File: src/smrc_pkg.sv
// Overview of operation
// - all strobes low writes mode register
// - burst length code decode, reserved codes
// - full page spans 512 columns, wraps
// - order bit selects sequential or interleaved below full page; full page is always sequential
// - sequential wraps block, interleaved xors beat
// - latency code two or three clocks
// - write mode bit forces single writes, except at full page length
// - selected all-high strobes is no operation
// - burst stop ends non-precharge bursts
// - read data stops after latency
// - deselect ignores strobes and address
// - auto refresh uses and advances counter
// - self refresh ignores all but enable
// - read data after latency, one per clock
package smrc_pkg;
	// ********************************************************
	// mode register fields
	// ********************************************************
	localparam int         MODE_W        = 12;
	localparam int         BL_LSB        = 0;
	localparam int         BT_BIT        = 3;
	localparam int         CL_LSB        = 4;
	localparam int         TM_LSB        = 7;
	localparam int         WB_BIT        = 9;
	localparam logic [2:0] BL_1          = 3'h0;
	localparam logic [2:0] BL_2          = 3'h1;
	localparam logic [2:0] BL_4          = 3'h2;
	localparam logic [2:0] BL_8          = 3'h3;
	localparam logic [2:0] BL_PAGE       = 3'h7;
	localparam logic [2:0] CL_2          = 3'h2;
	localparam logic [2:0] CL_3          = 3'h3;
	localparam int         PAGE_COLS     = 512;
	localparam int         COL_W         = 9;
	localparam int         ROW_W         = 12;
	localparam logic [1:0] MRW_WAIT      = 2'h2;
	localparam logic [MODE_W-1:0] MODE_RST = 12'h000;
	// ********************************************************
	// decoded commands
	// ********************************************************
	typedef enum {CMD_NOP, CMD_MRW, CMD_REF, CMD_SELF, CMD_STOP,
		CMD_ACT, CMD_PRE, CMD_RD, CMD_WR} smrc_cmd_type;
endpackage : smrc_pkg

File: src/smrc_core.sv
module smrc_core (
	input  wire logic                      clk,
	input  wire logic                      srst,
	input  wire logic                      cke,
	input  wire logic                      cs_n,
	input  wire logic                      ras_n,
	input  wire logic                      cas_n,
	input  wire logic                      we_n,
	input  wire logic [1:0]                bank_select,
	input  wire logic [smrc_pkg::ROW_W-1:0] addr,
	output logic [smrc_pkg::MODE_W-1:0]    mode_q,
	output logic [smrc_pkg::COL_W-1:0]     col_q,
	output logic                           rd_valid_q,
	output logic                           wr_active_q,
	output logic [smrc_pkg::ROW_W-1:0]     refresh_row_q,
	output logic                           refresh_pulse_q,
	output logic                           self_refresh_q,
	output logic [3:0]                     bank_active_q,
	output logic                           illegal_q,
	output logic                           mode_busy_q
);
	import smrc_pkg::*;

	// ********************************************************
	// command decode
	// ********************************************************
	smrc_cmd_type cmd;
	wire          sel     = ~cs_n & cke & ~self_refresh_q;
	wire          any_act = |bank_active_q;
	wire [2:0]    bl_code = mode_q[BL_LSB +: 3];
	wire [2:0]    cl_code = mode_q[CL_LSB +: 3];
	wire          is_page = (bl_code == BL_PAGE);

	// deselect and self refresh both fall through to no operation
	always_comb begin
		cmd = CMD_NOP;
		if (sel) begin
			case ({ras_n, cas_n, we_n})
				3'b000: cmd = CMD_MRW;
				3'b001: cmd = CMD_REF;
				3'b010: cmd = CMD_PRE;
				3'b011: cmd = CMD_ACT;
				3'b100: cmd = CMD_WR;
				3'b101: cmd = CMD_RD;
				3'b110: cmd = CMD_STOP;
				default: cmd = CMD_NOP;
			endcase
		end
	end

	// enable sampled low with refresh encoding selects self refresh
	wire self_go   = (cmd == CMD_REF) & ~cke;
	wire ref_raw   = ~cs_n & ~ras_n & ~cas_n & we_n & ~self_refresh_q;
	wire mrw_ok    = (cmd == CMD_MRW) & ~any_act;
	wire ref_ok    = (cmd == CMD_REF) & ~any_act;
	wire self_ok   = ref_raw & ~cke & ~any_act & ~self_refresh_q;
	wire bad_cmd   = ((cmd == CMD_MRW) | (cmd == CMD_REF)) & any_act;

	// ********************************************************
	// burst length and order
	// ********************************************************
	// length decode
	logic [9:0] blen;
	always_comb begin
		case (bl_code)
			BL_1:    blen = 10'h001;
			BL_2:    blen = 10'h002;
			BL_4:    blen = 10'h004;
			BL_8:    blen = 10'h008;
			BL_PAGE: blen = 10'(PAGE_COLS);
			default: blen = 10'h001;
		endcase
	end

	logic [COL_W-1:0] start_q;
	logic [9:0]       beat_q;
	logic [9:0]       len_q;
	wire  [COL_W-1:0] bmask = COL_W'(blen - 10'h001);
	// index of the column shown after the next edge, one past beat_q
	wire  [COL_W-1:0] beat  = beat_q[COL_W-1:0] + 9'h001;
	wire  [COL_W-1:0] seq_col = (start_q & ~bmask)
		| ((start_q + beat) & bmask);
	wire  [COL_W-1:0] ilv_col = start_q ^ (beat & bmask);
	wire  [COL_W-1:0] next_col = (mode_q[BT_BIT] && !is_page)
		? ilv_col : seq_col;
	wire  burst_end = !is_page && (beat_q + 10'h001 >= len_q);
	wire  [9:0] wlen = mode_q[WB_BIT] ? 10'h001 : blen;

	// ********************************************************
	// read latency pipeline
	// ********************************************************
	logic       rd_run_q;
	logic [2:0] rd_pipe_q;
	wire        lat3 = (cl_code == CL_3);
	wire        rd_out = lat3 ? rd_pipe_q[2] : rd_pipe_q[1];

	// ********************************************************
	// mode register and busy window
	// ********************************************************
	logic [1:0] busy_cnt_q;
	always_ff @(posedge clk) begin
		if (srst) begin
			mode_q     <= MODE_RST;
			busy_cnt_q <= 2'h0;
		end else if (mrw_ok) begin
			mode_q     <= {addr[11], 1'b0, addr[9:0]};
			busy_cnt_q <= MRW_WAIT;
		end else if (busy_cnt_q != 2'h0) begin
			busy_cnt_q <= busy_cnt_q - 2'h1;
		end
	end

	// update takes two clocks to settle
	always_ff @(posedge clk) begin
		if (srst)
			mode_busy_q <= 1'b0;
		else
			mode_busy_q <= mrw_ok | (busy_cnt_q > 2'h1);
	end

	// ********************************************************
	// bank state
	// ********************************************************
	always_ff @(posedge clk) begin
		if (srst)
			bank_active_q <= 4'h0;
		else if (cmd == CMD_ACT)
			bank_active_q[bank_select] <= 1'b1;
		else if (cmd == CMD_PRE && addr[10])
			bank_active_q <= 4'h0;
		else if (cmd == CMD_PRE)
			bank_active_q[bank_select] <= 1'b0;
	end

	// ********************************************************
	// burst sequencer
	// ********************************************************
	// a new read or write restarts the burst at its column
	always_ff @(posedge clk) begin
		if (srst) begin
			rd_run_q    <= 1'b0;
			wr_active_q <= 1'b0;
			beat_q      <= 10'h000;
			len_q       <= 10'h000;
			start_q     <= '0;
			col_q       <= '0;
		end else if (cmd == CMD_RD || cmd == CMD_WR) begin
			rd_run_q    <= (cmd == CMD_RD);
			wr_active_q <= (cmd == CMD_WR);
			beat_q      <= 10'h000;
			len_q       <= (cmd == CMD_RD) ? blen : wlen;
			start_q     <= addr[COL_W-1:0];
			col_q       <= addr[COL_W-1:0];
		end else if (cmd == CMD_STOP || cmd == CMD_PRE
			|| (rd_run_q | wr_active_q) && burst_end) begin
			rd_run_q    <= 1'b0;
			wr_active_q <= 1'b0;
		end else if (rd_run_q | wr_active_q) begin
			beat_q      <= beat_q + 10'h001;
			col_q       <= next_col;
		end
	end

	always_ff @(posedge clk) begin
		if (srst) begin
			rd_pipe_q  <= 3'h0;
			rd_valid_q <= 1'b0;
		end else begin
			rd_pipe_q  <= {rd_pipe_q[1:0], rd_run_q & (cmd != CMD_STOP)
				& (cmd != CMD_PRE) & ~burst_end
				| (cmd == CMD_RD)};
			rd_valid_q <= rd_out;
		end
	end

	// ********************************************************
	// refresh counter and self refresh
	// ********************************************************
	// counter advance
	always_ff @(posedge clk) begin
		if (srst) begin
			refresh_row_q   <= '0;
			refresh_pulse_q <= 1'b0;
		end else begin
			refresh_pulse_q <= (ref_ok & ~self_go) | self_refresh_q;
			if ((ref_ok & ~self_go) | self_refresh_q)
				refresh_row_q <= refresh_row_q + 1'b1;
		end
	end

	always_ff @(posedge clk) begin
		if (srst)
			self_refresh_q <= 1'b0;
		else if (self_ok)
			self_refresh_q <= 1'b1;
		else if (cke)
			self_refresh_q <= 1'b0;
	end

	// illegal command flag, sticky until reset
	always_ff @(posedge clk) begin
		if (srst)
			illegal_q <= 1'b0;
		else if (bad_cmd | (ref_raw & ~cke & any_act))
			illegal_q <= 1'b1;
	end
endmodule : smrc_core

File: config.mk
export PLATFORM = sky130hd
export DESIGN_NAME = smrc_core
export DESIGN_NICKNAME = d
export VERILOG_FILES = /design/src/smrc_pkg.sv /design/src/smrc_core.sv
export SDC_FILE = /design/constraint.sdc
export NUM_CORES = 1
export LEC_CHECK = 0
export ABC_AREA = 1
export BUFFER_PORTS_ARGS = -buffer_cell sky130_fd_sc_hd__buf_2
export CAP_MARGIN = 5
export CELL_PAD_IN_SITES_DETAIL_PLACEMENT = 0
export CELL_PAD_IN_SITES_GLOBAL_PLACEMENT = 2
export CORE_AREA = 2 2 99 120
export CTS_BUF_LIST = sky130_fd_sc_hd__clkbuf_4
export DETAILED_ROUTE_END_ITERATION = 8
export DIE_AREA = 0 0 101 122
export PLACE_DENSITY_LB_ADDON = 0.1
export SYNTH_ARGS = -nofsm -noshare
export SYNTH_HDL_FRONTEND = slang
export SYNTH_SLANG_ARGS = --single-unit
File: constraint.sdc
create_clock -name clk -period 5.9 [get_ports clk]
set_input_delay 1.475 -clock clk [delete_from_list [all_inputs] [get_ports clk]]
set_output_delay 1.475 -clock clk [all_outputs]
set_load 0.02 [all_outputs]
[Word-level counts from Yosys, hierarchy flattened]
Cells that the tools add are included.
Word-level totals
  bits in registers: 77
  output and inout bits: 43
  logic and storage cells: 133
Cells by class
  $add $sub $neg: 6
  order comparisons: 4
  equality and inequality tests: 21
  mux-type cells: 22
  bitwise operators: 42
  reductions and logical operators: 21
Operators by type and width (number)
  $eq A32 B4 Y1 const B: 4
  $ne A32 B4 Y1 const B: 2
  $pmux W10 S4: 1
  $mux W9: 4
  $eq A32 B2 Y1 const B: 1
  $eq A32 B3 Y1 const B: 1
  $eq A32 B5 Y1 const B: 1
  $pmux W4 S7: 1
  $and A9 B9 Y9: 3
  $mux W10: 2
  $and A1 B1 Y1: 18
  $mux W4: 4
  $eq A3 B2 Y1 const B: 5
  $add A12 B1 Y12 const B: 1
  $eq A3 B3 Y1 const B: 4
  $add A10 B1 Y10 const B: 1
  $ge A10 B10 Y1: 1
  $reduce_bool A2 Y1: 5
  $add A9 B1 Y9 const B: 1
  $add A9 B9 Y9: 1
  $not A1 Y1: 9
  $not A9 Y9: 1
  $or A9 B9 Y9: 1
  $sub A9 B1 Y9 const B: 1
  other kinds (22): 43

[Logic depth before layout (Yosys ltp)]
Gate-level depths: netlist (run 1).
  word-level depth: 10
  mapped depth: 19
  gate-level depth less buffers: 19

[Worst setup path before layout (run 1)]
No wires, ideal clock.
  path type: in2reg
  from: input cs_n
  to: register len_q[3]
  setup time: 0.092 ns
  arrival: 2.643 ns
  required time: 5.808 ns
  path slack: 3.164 ns
  stages: 8
  buffers on the path: 1
  cells stage by stage: inv_1 -> nand3_1 -> nor3_2 -> inv_1 -> clkbuf_1 -> nor2_1 -> nand2_1 -> o32ai_1
On the way
  word-level cells in the longest chain between the ends: 6
  elaborated cells between the ends (all ways): 8
  those cells by class: eq/ne: 2; mux: 2; bitwise: 3; reduce/logical: 1
Ends and longest elaborated chain
  from (decl): RTL line smrc_core.sv:5  | input wire logic cs_n,
  $not A1 Y1 (*): RTL line smrc_core.sv:28  | wire sel = ~cs_n & cke & ~self_refresh_q;
  $and A1 B1 Y1 (*) (2 in series): RTL line smrc_core.sv:28
  $mux W4 (*): RTL line smrc_core.sv:37  | if (sel) begin
  $eq A32 B4 Y1 / $eq A32 B5 Y1 (equally long branches): RTL line smrc_core.sv:147, smrc_core.sv:151
  $mux W10 / $logic_or A1 B1 Y1 (equally long branches): RTL line smrc_core.sv:151, smrc_core.sv:147
  to (signal assigned): RTL line smrc_core.sv:151  | len_q <= (cmd == CMD_RD) ? blen : wlen;
  to (decl): RTL line smrc_core.sv:77  | logic [9:0] len_q;
Mark *: on every way between the ends. The rest lies on a longest branch, timed or not.
A chain may end at the register's enable or synchronous reset.

[Worst setup path in the final report (run 1)]
  from: input cs_n
  to: register col_q[3] (netlist bit)
On the way
  word-level cells in the longest chain between the ends: 9
  elaborated cells between the ends (all ways): 15
  those cells by class: eq/ne: 5; mux: 2; bitwise: 3; reduce/logical: 5
Ends and longest elaborated chain
  $not A1 Y1 (*): RTL line smrc_core.sv:28
  $and A1 B1 Y1 (*) (2 in series): RTL line smrc_core.sv:28
  $mux W4 (*): RTL line smrc_core.sv:37
  $eq A32 B4 Y1: RTL line smrc_core.sv:154  | end else if (cmd == CMD_STOP || cmd == CMD_PRE
  $logic_or A1 B1 Y1: RTL line smrc_core.sv:154
  $logic_or A1 B1 Y1: RTL line smrc_core.sv:155  | || (rd_run_q | wr_active_q) && burst_end) begin
  $ne A2 B2 Y1 (no source line)
  $reduce_and A2 Y1 (no source line)
  to (signal assigned): RTL line smrc_core.sv:153  | col_q <= addr[COL_W-1:0];
  to (signal assigned): RTL line smrc_core.sv:160  | col_q <= next_col;
  to (decl): RTL line smrc_core.sv:12  | output logic [smrc_pkg::COL_W-1:0] col_q,
Marks and branches as above.

==> flow_metrics.py, run 1 <==
metrics = {
    "pwr": {
        "power_uw": 966.2,
        "power_density_mw_per_mm2": 226.3,
        "leakagePower_uw": 0.002019,
        "ir_worst_vdd_v": 0.00009240,
    },
    "sta": {
        "drv_slew": 0,
        "clock_skew_ns": 0.01684,
        "worstMarginPinSlew_ns": 1.108,
        "relSlewSlack_pct": 25.70,
        "grt_setup_unrepaired": "no",
        "fin_crit_sh_pct": 61.29,
        "maxClockFrequency_mhz": 276.5,
        "fin_hold_ws_ns": 0.4186,
        "fin_crit_ns": 3.616,
        "hold_violations": 0,
        "fin_setup_tns_ns": 0,
        "finalSetupViolations": 0,
    },
    "floorplan": {
        "core_mm2": 0.01130,
        "die_area_mm2": 0.01232,
        "io_pins": 64,
        "floorplan.initialDensity_pct": 32.59,
        "rows": 43,
        "dieWidth_um": 101,
        "fp.dieH_um": 122,
    },
    "cells_and_area": {
        "area_growth_syn_to_layout_pct": 15.94,
        "diodes": 0,
        "drive_above_1_share_pct": 15.35,
        "multi_input_area_mm2": 0.001906,
        "layout.nets": 625,
        "fillers": 1254,
        "final_cell_count_no_fill": 728,
        "regArea_mm2": 0.001441,
    },
    "route": {
        "drtIter0Drc": 155,
        "drc": 0,
        "first_pass_iters": 4,
        "antenna_left": 0,
        "via_count": 3575,
        "wl_per_cell_um": 14.11,
        "vias_per_cell": 4.911,
        "wirelength_mm": 10.27,
    },
    "cts": {
        "cts_root_buf": "clkbuf_4",
        "clk_pin_slew_ns": 0.12,
        "cts_resized": 0,
        "ctsHoldBuffers": 0,
        "clock_latency_ns": 0.44,
        "cts_sinks": 72,
        "post_cts_buffers": 0,
        "cts_buffers": 9,
        "cts_buffer_depth": 2,
        "htreeDepth": 3,
        "cts_tree": "built",
    },
    "critical_path": {
        "reg2regPathDepth": 19,
        "cp.required_ns": 6.23,
        "r2r-end": "col_q[3]$_SDFFE_PP0P_",
        "arrival_ns": 3.94,
        "start_kind": "primary input",
        "slowest_delay_ns": 0.86,
        "critPathSlowestCell": "nor3_2",
        "r2r_setup_slack_ns": 2.68,
        "crit_chain": "buf_2, inv_1, nand3_1, nor3_2, inv_1, nand2_1, inv_1, nor2_1, nor2_1",
        "r2r-start": "beat_q[0]$_SDFFE_PP0P_",
        "critical_path_class": "in2reg",
        "path_common_cell": "inv_1",
        "worstPathMaxFanout": 20,
        "critPathCaptureType": "flop",
    },
    "logic_synthesis": {
        "synth_seq_area_share_pct": 39.14,
        "yosysMostFrequentCell": "nand2_1",
        "synth_top_area_share_pct": 39.14,
        "syn_avg_cell_area_um2": 6.948,
        "ys_top_cells_by_area": "dfxtp_1 39%, nand2_1 10%, nor2_1 7.2%, a21oi_1 6.9%, inv_1 6.5%",
        "syn_inst": 530,
        "ys.flop_type": "dfxtp_1",
        "yosysWarnings": 0,
        "synthesis.nets": 567,
        "synthArstFlopShare_pct": 0,
        "synth_commonest_cells": "103 x nand2_1, 72 x dfxtp_1, 71 x nor2_1",
        "synth_top_cell_by_area": "dfxtp_1",
        "synth_edf_count": 0,
        "synth_seq_cells": 72,
        "synth.distinct_cells": 37,
        "syn_area_mm2": 0.003682,
    },
    "flow_run": {
        "maxCapViolations": 0,
    },
    "grt": {
        "grt_max_degree": 32,
        "grt_pass1_wl_mm": 16.87,
        "grt-ovfl-total": 0,
        "grtUsageTotal_pct": 17.59,
        "first_global_vias": 3438,
        "antenna_found_initial": 0,
    },
    "worst_hold_path": {
        "worstHoldStart": "rd_pipe_q[0]$_SDFF_PP0_",
        "whs_path_depth": 2,
        "min_path_type": "reg2reg",
        "min_to": "rd_pipe_q[1]$_SDFF_PP0_",
    },
    "outcome": {
        "status": "finished, final reports clean",
    },
    "place": {
        "dp_hpwl_mm": 7.507,
        "dpl.cell_count": 712,
        "port-buffer-count": 62,
        "routabilityCongestion": 0.7927,
    },
}
[area by class of cell]
class                   instances  area share [%]
clock inverters                 6           2.521
repair buffers                 62           7.268
clock buffers                  10           1.759
multi-input cells             375           44.64
inverters                      68           6.096
flip-flops and latches         72           33.76
well taps                     135           3.957
[how the worst max path moves through the flow]
stage / endpoint / startpoint / slack (ns) / cells after the start
final: col_q[3]$_SDFFE_PP0P_ / cs_n / 2.28 / 9
after global routing: col_q[3]$_SDFFE_PP0P_ / cs_n / 1.94 / 9
after CTS: col_q[3]$_SDFFE_PP0P_ / cs_n / 2.25 / 9
after detailed placement: col_q[7]$_SDFFE_PP0P_ / cs_n / 1.71 / 9
after global placement: col_q[7]$_SDFFE_PP0P_ / cs_n / 1.86 / 9
after floorplan: len_q[3]$_SDFFE_PP0P_ / cs_n / 3.16 / 8
[flip-flops by register name (all words and copies together), names as in the netlist]
register	flops
bank_active_q	4
beat_q	10
busy_cnt_q	2
col_q	9
illegal_q	1
len_q	5
mode_busy_q	1
mode_q	11
rd_pipe_q	3
rd_run_q	1
rd_valid_q	1
refresh_pulse_q	1
refresh_row_q	12
self_refresh_q	1
start_q	9
wr_active_q	1
[through the flow]
step,worst slack [ns],utilization (%),cell area (µm²)
after floorplan,3.164,-,3682
after global placement,1.862,36.17,4086
after detailed placement,1.711,36.17,4086
after CTS,2.250,37.79,4269
after global routing,1.942,37.79,4269
final,2.284,37.79,4269
[metal layers]
metal	vias up	track usage, %	share of wire [%]
li1	1848	-	-
met4	0	4.814	1.4
met5	-	0	0
met3	13	4.762	4.1
met1	1650	20.18	45
met2	64	31.87	50
[where the power goes]
part / internal [µW] / switching (µW) / total [µW]
sequential: 492 / 4.73 / 497
combinational: 19.6 / 42.5 / 62.1
clock: 218 / 189 / 407
[layout by cell type (no fill, tap or decap), types with 2 or more instances in the layout]
master / n
nand3b_1: 6
inv_1: 64
nand3_2: 2
a31oi_1: 2
nor2_1: 71
clkinv_1: 2
bufinv_16: 3
o21a_1: 2
clkbuf_4: 10
o21bai_1: 3
clkinv_2: 2
or2_2: 3
nor4_1: 3
nor3_1: 11
buf_2: 62
a21oi_1: 51
nand2_2: 3
dfxtp_1: 72
nand3_1: 24
xor2_1: 6
o21ai_0: 44
ha_1: 15
nand2_1: 103
nand4_1: 8
o22ai_1: 7
[critical path, delay by kind of cell]
kind	cells	cell delay, ns
buffers and inverters	4	0.95
and+or+nand+nor	5	1.50
[cell families after synthesis]
family	Yosys count	synth area share, %
XOR/XNOR	7	1.665
AO/OA/AOI/OAI	114	16.58
adder cells (fa/ha/maj)	16	5.641
AND/OR/NAND/NOR	237	27.76
flip-flops	72	39.14
other	1	0.1018
buffers and inverters	83	9.106
Power figures use the tool's default switching activity.
==> run 2, diff against run 1 <==
--- a/config.mk
+++ b/config.mk
@@ -10,10 +10,10 @@
 export CAP_MARGIN = 5
 export CELL_PAD_IN_SITES_DETAIL_PLACEMENT = 0
 export CELL_PAD_IN_SITES_GLOBAL_PLACEMENT = 2
-export CORE_AREA = 2 2 99 120
+export CORE_AREA = 2 2 106 129
 export CTS_BUF_LIST = sky130_fd_sc_hd__clkbuf_4
 export DETAILED_ROUTE_END_ITERATION = 8
-export DIE_AREA = 0 0 101 122
+export DIE_AREA = 0 0 108 131
 export PLACE_DENSITY_LB_ADDON = 0.1
 export SYNTH_ARGS = -nofsm -noshare
 export SYNTH_HDL_FRONTEND = slang
==> constraint.sdc (replaced) <==
create_clock -name clk -period 3.05 [get_ports clk]
set_input_delay 0.7625 -clock clk [delete_from_list [all_inputs] [get_ports clk]]
set_output_delay 0.7625 -clock clk [all_outputs]
set_load 0.02 [all_outputs]
==> run 2 against run 1 <==
Against the previous run: wire length increased by 4.0%; register-to-register slack got worse by 2.2 ns; die area increased by 15%; clock-buffer cell count decreased by 1; clock power increased by 68%; non-clock buffer count increased by 10; critical path type is now reg2reg; largest cell class unchanged; largest power group unchanged; highest routed layer unchanged.
==> flow_metrics.py, run 2 (same netlist as run 1, synthesis figures left out) <==
metrics = {
    "outcome": {
        "status": "finished, final reports clean",
    },
    "place": {
        "place_area_mm2": 0.004203,
        "routabilityCongestion": 0.7617,
        "dp_hpwl_mm": 8.127,
        "port-buffer-count": 62,
        "pre_cts_slack_ns": 0.4791,
    },
    "pwr": {
        "power_uw": 1774,
        "power_density_mw_per_mm2": 407.1,
        "leakagePower_uw": 0.002048,
        "ir_worst_vdd_v": 0.0001866,
    },
    "flow_run": {
        "maxCapViolations": 0,
    },
    "critical_path": {
        "start_kind": "flop",
        "reg2regPathDepth": 19,
        "r2r-end": "beat_q[9]$_SDFFE_PP0P_",
        "critPathCaptureType": "flop",
        "cp.required_ns": 3.41,
        "r2r-start": "beat_q[0]$_SDFFE_PP0P_",
        "startpoint": "beat_q[0]$_SDFFE_PP0P_",
        "worstPathMaxFanout": 19,
        "crit_path_end": "beat_q[9]$_SDFFE_PP0P_",
        "critical_path_class": "reg2reg",
        "r2r_setup_slack_ns": 0.46,
        "arrival_ns": 2.95,
    },
    "cts": {
        "cts_root_buf": "clkbuf_4",
        "clock_latency_ns": 0.42,
        "post_cts_buffers": 0,
        "cts_buffer_depth": 2,
        "cts_tree": "built",
        "clk_pin_slew_ns": 0.12,
        "ctsHoldBuffers": 0,
        "cts_sinks": 72,
        "cts_resized": 0,
        "htreeDepth": 3,
        "cts_buffers": 9,
    },
    "route": {
        "via_count": 3556,
        "first_pass_iters": 4,
        "drtIter0Drc": 185,
        "antenna_left": 0,
        "wirelength_mm": 10.68,
        "drc": 0,
        "vias_per_cell": 4.612,
        "wl_per_cell_um": 13.85,
    },
    "floorplan": {
        "rows": 46,
        "floorplan.initialDensity_pct": 28.43,
        "die_area_mm2": 0.01415,
        "io_pins": 64,
        "fp.dieH_um": 131,
        "dieWidth_um": 108,
        "core_mm2": 0.01295,
    },
    "cells_and_area": {
        "layout.nets": 635,
        "largest_reg_flops": 12,
        "area_growth_syn_to_layout_pct": 18.35,
        "final_common_cell": "nand2_1",
        "reg_top3": "refresh_row_q x12, mode_q x11, beat_q x10",
        "final_core_util_pct": 33.65,
        "fin_area_mm2": 0.004358,
        "largest-register": "refresh_row_q",
        "drive_above_1_share_pct": 16.61,
        "final_cell_mix": "103 x nand2_1, 72 x dfxtp_1, 71 x nor2_1",
    },
    "grt": {
        "grtUsageTotal_pct": 15.99,
        "antenna_found_initial": 1,
        "grt_max_degree": 27,
        "grt_pass1_wl_mm": 17.57,
        "grt-ovfl-total": 0,
        "first_global_vias": 3565,
    },
    "sta": {
        "fin_crit_sh_pct": 84.98,
        "finalSetupViolations": 0,
        "drv_slew": 0,
        "fin_ws_ns": 0.4580,
        "maxClockFrequency_mhz": 385.8,
        "fin_setup_tns_ns": 0,
        "clock_skew_ns": 0.01411,
        "grt_setup_unrepaired": "no",
        "hold_violations": 0,
        "fin_crit_ns": 2.592,
    },
    "worst_hold_path": {
        "min_path_type": "reg2reg",
    },
}
-- run 2: worst max-delay path: stages, from the launching register on --
cell and delay, ns:
dfxtp_1 0.39, ha_1 0.27, nand2_2 0.13, inv_1 0.06, nor2_1 0.23, ha_1 0.29
nand2_1 0.06, inv_1 0.03, nand2_1 0.05, nand3_1 0.06, nor2_1 0.11, nand2_1 0.06
nand2_1 0.06, nand2_1 0.06, nand2_2 0.08, nand3_2 0.07, buf_4 0.23, clkinv_4 0.12
nand2_1 0.06, a21oi_1 0.12
-- run 2: stage by stage --
stage / instances / hold WS (ns)
final: 771 / 0.4153
after global routing: 771 / 0.4388
after CTS: 770 / 0.4190
after detailed placement: 755 / 0.4006
after global placement: 755 / 0.4025
after floorplan: 530 / 0.3883
-- run 2: worst min-delay path by stage --
stage                                  startpoint  slack, ns                 endpoint  cells past startpoint
final                     rd_pipe_q[0]$_SDFF_PP0_       0.42  rd_pipe_q[1]$_SDFF_PP0_                      2
after global routing      rd_pipe_q[0]$_SDFF_PP0_       0.44  rd_pipe_q[1]$_SDFF_PP0_                      2
after CTS                 rd_pipe_q[0]$_SDFF_PP0_       0.42  rd_pipe_q[1]$_SDFF_PP0_                      2
after detailed placement  rd_pipe_q[0]$_SDFF_PP0_       0.40  rd_pipe_q[1]$_SDFF_PP0_                      2
after global placement    rd_pipe_q[0]$_SDFF_PP0_       0.40  rd_pipe_q[1]$_SDFF_PP0_                      2
after floorplan           rd_pipe_q[0]$_SDFF_PP0_       0.39  rd_pipe_q[1]$_SDFF_PP0_                      2
-- run 2: layout make-up --
| class | count | area, µm² |
|---|---|---|
| antenna | 1 | 2.502 |
| clock buffer | 9 | 67.56 |
| clock inverter | 6 | 85.08 |
| fill | 1474 | 8592 |
| inverter | 68 | 260.3 |
| multi-input combinational | 375 | 1906 |
| sequential | 72 | 1441 |
| tap | 168 | 210.2 |
| timing repair buffer | 72 | 385.4 |
-- run 2: power by group --
| group | switching, µW | total [µW] | internal [µW] |
|---|---|---|---|
| logic | 85.8 | 129 | 43.4 |
| registers | 8.80 | 961 | 952 |
| clock network | 359 | 684 | 325 |
| total | 454 | 1770 | 1320 |
-- run 2: per-layer routing --
| layer | track usage, % | up-vias | wire length (µm) |
|---|---|---|---|
| li1 | - | 1869 | - |
| met1 | 18.44 | 1622 | 4677 |
| met2 | 29.15 | 57 | 5440 |
| met3 | 3.919 | 8 | 432 |
| met4 | 4.827 | 0 | 129 |
| met5 | 0 | - | 0 |
==> run 3, diff against run 2 <==
==> constraint.sdc (replaced) <==
create_clock -name clk -period 2.2 [get_ports clk]
set_input_delay 0.55 -clock clk [delete_from_list [all_inputs] [get_ports clk]]
set_output_delay 0.55 -clock clk [all_outputs]
set_load 0.02 [all_outputs]
==> run 3 against run 2 <==
Against the previous run: the flow now finishes with violations (negative setup slack); highest routed layer unchanged; critical path depth down 1; sequential cell count unchanged; sequential power up 38%; clock skew down 0.0011 ns; maximum frequency up 16%; largest cell class unchanged; clock power up 42%; register-to-register slack worse by 0.49 ns; wire length up 3.3%; die area unchanged; critical path type unchanged; combinational power up 46%.
==> flow_metrics.py, run 3 (same netlist as run 1, synthesis figures left out) <==
metrics = {
    "cts": {
        "cts_tree": "built",
        "clock_latency_ns": 0.43,
        "cts_buffer_depth": 2,
        "cts_root_buf": "clkbuf_4",
        "clk_pin_slew_ns": 0.13,
        "ctsHoldBuffers": 0,
        "cts_sinks": 72,
        "htreeDepth": 3,
        "cts_buffers": 9,
    },
    "critical_path": {
        "arrival_ns": 2.57,
        "critical_path_class": "reg2reg",
        "r2r_setup_slack_ns": -0.04,
        "cp.required_ns": 2.53,
        "r2r-start": "beat_q[1]$_SDFFE_PP0P_",
        "startpoint": "beat_q[1]$_SDFFE_PP0P_",
        "reg2regPathDepth": 18,
        "worstPathMaxFanout": 3,
        "start_kind": "flop",
        "critPathCaptureType": "flop",
    },
    "sta": {
        "fin_crit_ns": 2.237,
        "fin_setup_tns_ns": -0.1519,
        "drv_slew": 0,
        "fin_crit_sh_pct": 101.7,
        "fin_ws_ns": -0.03698,
        "maxClockFrequency_mhz": 447.0,
        "grt_setup_unrepaired": "yes",
        "hold_violations": 0,
        "finalSetupViolations": 6,
        "relSlewSlack_pct": 65.19,
        "worstMarginPinSlew_ns": 0.5216,
        "clock_skew_ns": 0.01301,
    },
    "cells_and_area": {
        "regArea_mm2": 0.001450,
        "drive_above_1_share_pct": 28.64,
        "layout.nets": 678,
        "largest_reg_flops": 12,
        "reg_top3": "refresh_row_q x12, mode_q x11, beat_q x10",
        "final_common_cell": "nand2_1",
        "multi_input_area_mm2": 0.002107,
        "area_growth_syn_to_layout_pct": 35.24,
        "fillers": 1421,
        "largest-register": "refresh_row_q",
        "final_cell_mix": "91 x nand2_1, 69 x dfxtp_1, 66 x nor2_1",
    },
    "route": {
        "drc": 0,
        "vias_per_cell": 4.555,
        "via_count": 3712,
        "first_pass_iters": 4,
        "wirelength_mm": 11.03,
        "wl_per_cell_um": 13.53,
        "drtIter0Drc": 143,
        "antenna_left": 0,
    },
    "pwr": {
        "ir_worst_vdd_v": 0.0002340,
        "leakagePower_uw": 0.002302,
        "power_density_mw_per_mm2": 499.5,
    },
    "outcome": {
        "violations": "negative setup slack",
        "status": "finished, violations left",
    },
    "floorplan": {
        "core_mm2": 0.01295,
        "dieWidth_um": 108,
        "io_pins": 64,
        "floorplan.initialDensity_pct": 28.43,
        "die_area_mm2": 0.01415,
        "rows": 46,
        "fp.dieH_um": 131,
    },
    "worst_hold_path": {
        "whs_path_depth": 2,
        "worstHoldStart": "cke",
        "min_path_type": "in2reg",
    },
    "grt": {
        "grt_pass1_wl_mm": 17.68,
        "grt-ovfl-total": 0,
        "grt_max_degree": 18,
        "grtUsageTotal_pct": 16.22,
        "antenna_found_initial": 1,
        "first_global_vias": 3617,
    },
    "flow_run": {
        "maxCapViolations": 0,
    },
    "place": {
        "routabilityCongestion": 0.7717,
        "port-buffer-count": 62,
        "pre_cts_slack_ns": -0.2481,
        "dp_hpwl_mm": 8.325,
    },
}
## run 3: changes by cell type in the layout (fill, tap and decap cells not counted), sizes merged
cell / change
buf: +42
clkbuf: +2
## run 3: layout make-up
| cell class | instances | area share [%] |
|---|---|---|
| repair buffers | 115 | 15.70 |
| diodes | 1 | 0.05025 |
| clock inverters | 6 | 1.683 |
| well taps | 168 | 4.221 |
| flip-flops and latches | 72 | 29.12 |
| inverters | 68 | 5.402 |
| multi-input cells | 375 | 42.31 |
| clock buffers | 10 | 1.508 |
## run 3: metrics by stage
stage,util [%],std cells,total power (µW),hold WS (ns),instance area (µm²)
5_1_grt,38.45,815,2594,0.2814,4980
3_5_place_dp,34.60,790,1549,0.4046,4481
4_1_cts,37.67,812,2535,0.2617,4878
3_3_place_gp,34.60,790,1549,0.4035,4481
6_report,38.45,815,2488,0.3004,4980
2_1_floorplan,-,530,1466,0.3883,3685
## run 3: layer usage
| metal | part of all wire, % | track usage [%] | wire length, µm |
|---|---|---|---|
| met1 | 42 | 18.25 | 4674 |
| met2 | 52 | 29.60 | 5680 |
| met3 | 3.8 | 2.976 | 422 |
| met4 | 2.3 | 7.466 | 250 |
| met5 | 0 | 0 | 0 |
## run 3: what timing repair did
item | CTS | global route
gates cloned | 1 | 1
pin swaps | 8 | 12
endpoints found under the setup margin | 19 | 22
gates resized for setup | 35 | 25
setup buffers | 5 | 1
## run 3: path summary, 6_finish.rpt
kind / end
setup reg to reg: wr_active_q$_SDFFE_PP0P_
hold / removal: self_refresh_q$_SDFFE_PP0P_
hold reg to reg: rd_pipe_q[1]$_SDFF_PP0_
setup / recovery: wr_active_q$_SDFFE_PP0P_
## run 3: power by group
| part | internal [µW] | total, µW | switching, µW |
|---|---|---|---|
| logic | 67.9 | 188 | 120 |
| clock network | 468 | 968 | 501 |
| registers | 1320 | 1330 | 13.3 |
## run 3: worst max-delay path, stage by stage, from the launching register on
cell	delay, ns
dfxtp_4	0.39
buf_6	0.11
nand3_4	0.08
xor2_2	0.17
ha_1	0.30
nand2_1	0.05
inv_1	0.04
nand2_1	0.05
nand3_1	0.06
nor2_1	0.04
nand2_1	0.05
nand2_1	0.04
nand2_1	0.07
nand2_2	0.07
buf_4	0.14
buf_6	0.10
buf_4	0.12
o21ai_0	0.17
o22ai_1	0.09
